--- config.mk ---
export PLATFORM = sky130hd
export DESIGN_NAME = charge_timing_profile_config
export DESIGN_NICKNAME = d
export VERILOG_FILES = /design/src/verilog/charge_timing_pkg.sv /design/src/verilog/charge_timing_profile_config.sv
export VERILOG_INCLUDE_DIRS = /design/src /design/src/verilog
export SDC_FILE = /design/constraint.sdc
export NUM_CORES = 1
export LEC_CHECK = 0
export BUFFER_PORTS_ARGS = -buffer_cell sky130_fd_sc_hd__buf_2
export CAP_MARGIN = 20
export CELL_PAD_IN_SITES_DETAIL_PLACEMENT = 0
export CELL_PAD_IN_SITES_GLOBAL_PLACEMENT = 2
export CORE_UTILIZATION = 39
export CTS_BUF_LIST = sky130_fd_sc_hd__clkbuf_4 sky130_fd_sc_hd__clkbuf_8
export DETAILED_ROUTE_END_ITERATION = 8
export PLACE_DENSITY_LB_ADDON = 0.1
export SYNTH_ARGS = -nofsm -noshare
export SYNTH_HDL_FRONTEND = slang
export SYNTH_SLANG_ARGS = --single-unit
--- constraint.sdc ---
create_clock -name clk -period 2.3 [get_ports clk]
set_input_delay 0.115 -clock clk [delete_from_list [all_inputs] [get_ports clk]]
set_output_delay 0.115 -clock clk [all_outputs]
set_load 0.01 [all_outputs]
--- src/verilog/charge_timing_defs.svh ---
`ifndef CHARGE_TIMING_DEFS_SVH
`define CHARGE_TIMING_DEFS_SVH

// ----------------------------------------
// register offsets
// ----------------------------------------
`define TIMING_CFG_ADDR      8'h1f
`define STD_PROFILE_ADDR     8'h20
`define OLD_PROFILE_ADDR     8'h21

// ----------------------------------------
// reset values and writable masks
// ----------------------------------------
`define TIMING_CFG_RESET     8'h03
`define STD_PROFILE_RESET    8'h16
`define OLD_PROFILE_RESET    8'h00
`define TIMING_CFG_MASK      8'h1f
`define STD_PROFILE_MASK     8'h17
`define OLD_PROFILE_MASK     8'h7f

// ----------------------------------------
// field positions
// ----------------------------------------
`define THERM_SEL_HI         4
`define THERM_SEL_LO         3
`define SETTLE_SEL_HI        2
`define SETTLE_SEL_LO        0
`define DCP_OFF_BIT          4

// ----------------------------------------
// timing, in milliseconds
// ----------------------------------------
`define CLK_HZ               25000000
`define MS_PER_S             1000
`define THERM_MS_0           11'd200
`define THERM_MS_1           11'd400
`define THERM_MS_2           11'd800
`define THERM_MS_3           11'd1600
`define SETTLE_MS_0          11'd200
`define SETTLE_MS_1          11'd400
`define SETTLE_MS_2          11'd600
`define SETTLE_MS_3          11'd800
`define SETTLE_MS_4          11'd1000
`define SETTLE_MS_5          11'd1200
`define SETTLE_MS_6          11'd1400
`define SETTLE_MS_7          11'd2000
`define SETTLE_LONG_CODE     3'h3

// ----------------------------------------
// dedicated charging mode select code {emulation on, first, second}
// ----------------------------------------
`define DCP_MODE_CODE        3'h6

`endif

--- src/verilog/charge_timing_pkg.sv ---
package charge_timing_pkg;
  typedef logic [7:0]  byte_t;   // register data
  typedef logic [10:0] ms_t;     // millisecond count
endpackage

--- src/verilog/charge_timing_profile_config.sv ---
// Contract
// RULE1: thermal hold timer starts on overtemperature
// RULE2: reduced limit held until hold timer expires
// RULE3: settle timer after discharge blocks attach detect
// RULE4: long settle, attached, switch off: removal, attach
// RULE5: thermal select codes give 200..1600 ms
// RULE6: settle select codes give 200..2000 ms
// RULE7: timing register kept through sleep
// RULE8: profile enables kept through sleep
// RULE9: dedicated profile off bit skips profile
// RULE10: off bit ignored in dedicated mode
// RULE11: host keeps reserved bits unchanged
// RULE12: unimplemented bits ignore writes, read zero
`include "charge_timing_defs.svh"

module charge_timing_profile_config
  import charge_timing_pkg::*;
#(
  parameter int TICK_CYCLES = `CLK_HZ / `MS_PER_S  // cycles per millisecond
) (
  input  wire logic  clk,
  input  wire logic  nrst,
  input  wire logic  reg_wr,                       // register write strobe
  input  wire logic  reg_rd,                       // register read strobe
  input  wire byte_t reg_addr,                     // register offset
  input  wire byte_t reg_wdata,                    // write data
  output byte_t      reg_rdata,                    // read data
  input  wire logic  sleep_req,                    // sleep state, no effect on settings
  input  wire logic  temp_over_reg,                // die above regulation threshold
  input  wire logic  discharge_done,               // bus discharged, bypass back on
  input  wire logic  device_present,               // portable device attached
  input  wire logic  port_switch_request,          // port switch request
  input  wire logic  mode_select_first,            // mode select input one
  input  wire logic  mode_select_second,           // mode select input two
  input  wire logic  emulation_master_on,          // emulation master enable
  output logic       thermal_hold_timer,           // hold timer running
  output logic       current_limit_frozen,         // reduced limit must stay
  output logic       attach_settle_timer,          // settle timer running
  output logic       attach_detect_enable,         // attach detection allowed
  output logic       removal_event,                // removal report pulse
  output logic       attach_event,                 // attach report pulse
  output logic       dedicated_charger_emulation_cycle, // dedicated profile in cycle
  output byte_t      standard_profile_enable,      // standard profile bits
  output byte_t      older_profile_enable          // older profile bits
);

  // ----------------------------------------
  // elaboration checks
  // ----------------------------------------
  if (TICK_CYCLES < 1) begin : g_bad_tick
    $error("TICK_CYCLES must be at least one");
  end

  // ----------------------------------------
  // register file
  // ----------------------------------------
  byte_t timing_reg;                 // thermal and settle selects
  byte_t std_reg;                    // standard profile enable
  byte_t old_reg;                    // older profile enable
  wire   sel_timing = reg_addr == `TIMING_CFG_ADDR;
  wire   sel_std    = reg_addr == `STD_PROFILE_ADDR;
  wire   sel_old    = reg_addr == `OLD_PROFILE_ADDR;
  byte_t rd_mux;

  // read decode, unmapped offsets read zero
  assign rd_mux = sel_timing ? timing_reg :
                  sel_std    ? std_reg    :
                  sel_old    ? old_reg    : 8'h00;

  // only reset clears settings; sleep is deliberately not a term here
  // RULE7: timing kept through sleep
  // RULE8: profiles kept through sleep
  // RULE12: masks drop unimplemented bits
  always_ff @(posedge clk or negedge nrst) begin
    if (!nrst) begin
      timing_reg <= `TIMING_CFG_RESET;
      std_reg    <= `STD_PROFILE_RESET;
      old_reg    <= `OLD_PROFILE_RESET;
    end else if (reg_wr) begin
      if (sel_timing) begin
        timing_reg <= reg_wdata & `TIMING_CFG_MASK;
      end else if (sel_std) begin
        // reserved low bits stay writable; host must restore them
        // RULE11: host keeps reserved
        std_reg <= reg_wdata & `STD_PROFILE_MASK;
      end else if (sel_old) begin
        old_reg <= reg_wdata & `OLD_PROFILE_MASK;
      end
    end
  end

  // read data registered on the read strobe
  always_ff @(posedge clk or negedge nrst) begin
    if (!nrst) begin
      reg_rdata <= 8'h00;
    end else if (reg_rd) begin
      reg_rdata <= rd_mux;
    end
  end

  // ----------------------------------------
  // millisecond time base
  // ----------------------------------------
  logic [31:0] div_reg;   // cycle divider
  logic        ms_tick;   // one-cycle pulse each ms
  assign ms_tick = div_reg == 32'(TICK_CYCLES - 1);

  // free running divider; timer start phase is off by under one ms
  always_ff @(posedge clk or negedge nrst) begin
    if (!nrst) begin
      div_reg <= 32'h0;
    end else begin
      div_reg <= ms_tick ? 32'h0 : div_reg + 32'h1;
    end
  end

  // ----------------------------------------
  // select decoding
  // ----------------------------------------
  wire [1:0] therm_sel  = timing_reg[`THERM_SEL_HI:`THERM_SEL_LO];
  wire [2:0] settle_sel = timing_reg[`SETTLE_SEL_HI:`SETTLE_SEL_LO];
  ms_t       therm_ms;
  ms_t       settle_ms;

  // RULE5: thermal hold lookup
  assign therm_ms = (therm_sel == 2'h0) ? `THERM_MS_0 :
                    (therm_sel == 2'h1) ? `THERM_MS_1 :
                    (therm_sel == 2'h2) ? `THERM_MS_2 : `THERM_MS_3;

  // RULE6: settle time lookup
  assign settle_ms = (settle_sel == 3'h0) ? `SETTLE_MS_0 :
                     (settle_sel == 3'h1) ? `SETTLE_MS_1 :
                     (settle_sel == 3'h2) ? `SETTLE_MS_2 :
                     (settle_sel == 3'h3) ? `SETTLE_MS_3 :
                     (settle_sel == 3'h4) ? `SETTLE_MS_4 :
                     (settle_sel == 3'h5) ? `SETTLE_MS_5 :
                     (settle_sel == 3'h6) ? `SETTLE_MS_6 : `SETTLE_MS_7;

  // ----------------------------------------
  // thermal hold timer
  // ----------------------------------------
  logic temp_q;      // previous temperature flag
  ms_t  therm_cnt;   // remaining hold ms
  wire  temp_rise = temp_over_reg & ~temp_q;

  // a new rise restarts the hold from the full time
  // RULE1: start on rise
  always_ff @(posedge clk or negedge nrst) begin
    if (!nrst) begin
      temp_q    <= 1'b0;
      therm_cnt <= 11'h0;
    end else begin
      temp_q <= temp_over_reg;
      if (temp_rise) begin
        therm_cnt <= therm_ms;
      end else if (ms_tick && therm_cnt != 11'h0) begin
        therm_cnt <= therm_cnt - 11'h1;
      end
    end
  end

  // running flags, registered from the counter's next state
  // RULE2: freeze limit while running
  always_ff @(posedge clk or negedge nrst) begin
    if (!nrst) begin
      thermal_hold_timer   <= 1'b0;
      current_limit_frozen <= 1'b0;
    end else begin
      thermal_hold_timer   <= temp_rise | (therm_cnt > 11'h1) | (therm_cnt == 11'h1 && !ms_tick);
      current_limit_frozen <= temp_rise | (therm_cnt > 11'h1) | (therm_cnt == 11'h1 && !ms_tick);
    end
  end

  // ----------------------------------------
  // attach settle timer
  // ----------------------------------------
  ms_t settle_cnt;   // remaining settle ms
  wire settle_end  = ms_tick && settle_cnt == 11'h1;
  wire long_settle = settle_sel > `SETTLE_LONG_CODE;

  // RULE3: settle after discharge
  always_ff @(posedge clk or negedge nrst) begin
    if (!nrst) begin
      settle_cnt <= 11'h0;
    end else if (discharge_done) begin
      settle_cnt <= settle_ms;
    end else if (ms_tick && settle_cnt != 11'h0) begin
      settle_cnt <= settle_cnt - 11'h1;
    end
  end

  // detection gated while counting; events are one-cycle pulses
  always_ff @(posedge clk or negedge nrst) begin
    if (!nrst) begin
      attach_settle_timer  <= 1'b0;
      attach_detect_enable <= 1'b1;
      removal_event        <= 1'b0;
      attach_event         <= 1'b0;
    end else begin
      attach_settle_timer  <= discharge_done | (settle_cnt != 11'h0 && !settle_end);
      attach_detect_enable <= ~(discharge_done | (settle_cnt != 11'h0 && !settle_end));
      // RULE4: removal then reattach
      removal_event        <= discharge_done & long_settle & device_present & ~port_switch_request;
      attach_event         <= settle_end & !discharge_done & device_present;
    end
  end

  // ----------------------------------------
  // profile enables
  // ----------------------------------------
  wire dcp_mode = {emulation_master_on, mode_select_first, mode_select_second} == `DCP_MODE_CODE;

  // RULE9: off bit skips profile
  // RULE10: dedicated mode overrides
  always_ff @(posedge clk or negedge nrst) begin
    if (!nrst) begin
      dedicated_charger_emulation_cycle <= 1'b0;
      standard_profile_enable           <= 8'h00;
      older_profile_enable              <= 8'h00;
    end else begin
      dedicated_charger_emulation_cycle <= dcp_mode | ~std_reg[`DCP_OFF_BIT];
      standard_profile_enable           <= std_reg;
      older_profile_enable              <= old_reg;
    end
  end

  // sleep leaves every setting untouched
  wire unused_sleep = sleep_req;

endmodule
==> out/metrics.csv <==
metric,value,unit
status,"finished, final reports clean",
synth_cells,427,
layout_commonest_cell,dfrtp_1,
hp-class,input pin to register,
fill_cells,1043,
setup_viol_count_final,0,
die-width,109.8,µm
timing_worst_setup_path_type,register to register,
gpl.final_weighted_congestion,0.7643,
min_period_over_period,94.66,%
num_rows,38,
die_h,109.8,µm
clock_tree.buffer_depth,2,
pint,2.224,mW
route.vias.total,3351,
synth.top_cells.by_area,"dfrtp_1 (49%), xnor2_1 (5.2%), mux2_2 (4.0%)",
numClockSinks,95,
total_leakage_power,2.364,nW
largest_register_ffs,32,
power_per_cell_area,565.7,mW/mm²
drt-pass1-iter-count,5,
post-cts-setup-buffers,0,
max_cap_viol_count,0,
timing.critical_path.arrival,2.48,ns
grt_remaining_overflow,0,
p_switching,0.7929,mW
max_slew_margin,60.15,%
grt_setup_unrepaired,no,
average_cell_area_after_synthesis,10.61,µm²
pin_count_of_the_biggest_net_entering_global_routing,63,
antenna-diode-count,0,
portBuffers,50,
cts.clk_slew.worst_paths,0.10,ns
crit_path_max_fanout,7,
routed_wire_length_per_instance,14.88,µm
clock_skew,0.01005,ns
number_of_synthesized_flops_with_an_enable_pin,0,
worstSetupEndpointType,register,
max_freq,0.4593,GHz
tritoncts,built,
detailed_place_hpwl,6656,µm
fin_crit,2.177,ns
totalNegativeSetupSlack,0,ns
yosys_most_used_dff,dfrtp_1,
synth-seq-cells,95,
detail_route.drc_violations,0,
leading_area_contributor_after_synthesis,dfrtp_1,
fin_nets,537,
tightest_slew,0.5923,ns
grt_pass1_wl,16010,µm
start_kind,register,
switching_share,26.28,%
mappedNetlistArea,0.004531,mm²
commonest_cells_after_routing_fill_and_taps_aside,"dfrtp_1 (89), buf_2 (49), nor2_1 (41)",
timing.final.hold_violations,0,
viasPerCell,5.212,
power.share.sequential,58.5,%
irDropWorstVdd,0.3119,mV
share_of_post_route_cells_with_drive_strength_above_1,22.27,%
syn_to_final_growth,17.73,%
h-tree-depth,3,
core_region_area,0.01108,mm²
clock_insertion_delay_at_the_later_pin_of_the_skew_report,0.38,ns
route.antenna.remaining_nets,0,
top_level_ports,59,
postLayoutCoreUtil,48.15,%
synth_top_cell_area_share,49.16,%
total_wire_length,9565,µm
combinational_cell_fraction_of_total_power,7.2,%
grt_pass1_vias,3308,
ys_async_sr_fraction,100.0,%
die_area,0.01205,mm²
antenna_found_initial,0,
yosysUniqueCellTypes,52,
report.final.slew_viol_count,0,
start_util,40.90,%
synth-warning-count,0,
sequential_cell_area_fraction_in_the_yosys_report,52.64,%
drt_iter0_drc,132,
globalRouteTotalUtil,17.51,%
crit_required,2.60,ns
numCtsBuffers,9,
root_buffer,clkbuf_8,
p_clk_share,34.4,%
-- per-stage QoR --
step	cell area [µm²]	setup WS, ns	power [mW]	std cells	hold slack, ns
after floorplan	4549	0.2383	1.898	432	-0.1806
after global placement	4979	0.09252	1.994	613	0.1021
after detailed placement	4979	0.08740	1.997	613	0.1043
after CTS	5299	0.06633	3.071	643	0.07020
after global routing	5334	0.001997	3.160	643	0.09769
final	5334	0.1229	3.017	643	0.1039
-- cell families after synthesis --
family / synth area share [%]
AO/OA/AOI/OAI: 7.677
XOR/XNOR: 8.506
adder cells (fa/ha/maj): 3.038
buffers and inverters: 3.811
flip-flops: 52.64
multiplexers: 4.198
other: 0.08277
AND/OR/NAND/NOR: 20.05
-- power groups by stage --
stage          logic [mW]  registers (mW)  clock network, mW
2_1_floorplan       0.112            1.79                  0
3_3_place_gp        0.200            1.79                  0
3_5_place_dp        0.202            1.80                  0
4_1_cts             0.219            1.76               1.09
5_1_grt             0.243            1.77               1.14
6_report            0.216            1.76               1.04
-- worst paths after layout --
check,start,end,slack (ns),depth (start not counted)
setup / recovery,therm_cnt[5],therm_cnt[8],0.12,4
hold / removal,reg_rd,reg_rdata[3],0.10,2
setup reg to reg,therm_cnt[5],therm_cnt[8],0.12,4
hold reg to reg,old_reg[6],older_profile_enable[6],0.41,0
max in group asynchronous,nrst,std_reg[2],1.36,3
min in group asynchronous,nrst,old_reg[3],0.22,2
-- synth_stat cells, types with 3 or more instances --
library cell / number
o22ai_1: 7
nor3_1: 11
buf_2: 3
xor2_1: 17
o21a_1: 3
nand2b_1: 4
nand2_1: 30
o31a_1: 3
inv_1: 15
dfstp_2: 6
or4_1: 6
ha_1: 11
or3_1: 7
clkbuf_1: 13
dfrtp_1: 89
buf_4: 7
mux2_2: 16
nand4_1: 8
a221oi_1: 4
nor3b_1: 4
o21ai_0: 15
nand3_1: 14
a21oi_1: 3
a211oi_1: 3
and4_1: 4
xnor2_1: 27
nor4_1: 17
a31oi_1: 6
nor2_1: 41
and3_1: 6
-- critical path: stages (launching register included) --
cell and delay [ns]:
dfrtp_1 0.40, or4_1 0.64, or3_1 0.40, or4b_1 0.49, a31oi_1 0.17
-- repair_timing --
| action | 4_1_cts | 5_1_grt |
|---|---|---|
| gates resized for setup | 0 | 7 |
| hold endpoints to repair | 51 | 0 |
| hold buffers | 14 | 0 |
| endpoints found under the setup margin | 0 | 7 |
-- metal layers --
layer | GRT usage, % | up-vias | part of all wire, %
met5 | 0 | - | 0
met4 | 7.524 | 0 | 1.7
met3 | 3.794 | 14 | 3.4
met2 | 26.96 | 62 | 45
met1 | 23.70 | 1623 | 50
li1 | - | 1652 | -
-- cell type report --
class                           count  area (µm²)  share of cell area (%)
Clock buffer                        9       123.9                   2.322
Clock inverter                      7       56.30                   1.056
Inverter                           15       56.30                   1.056
Multi-Input combinational cell    299        2027                   38.00
Sequential cell                    95        2385                   44.71
Tap cell                          140       175.2                   3.284
Timing Repair Buffer               78       510.5                   9.571
No activity file was read; power rests on OpenSTA's default activity.
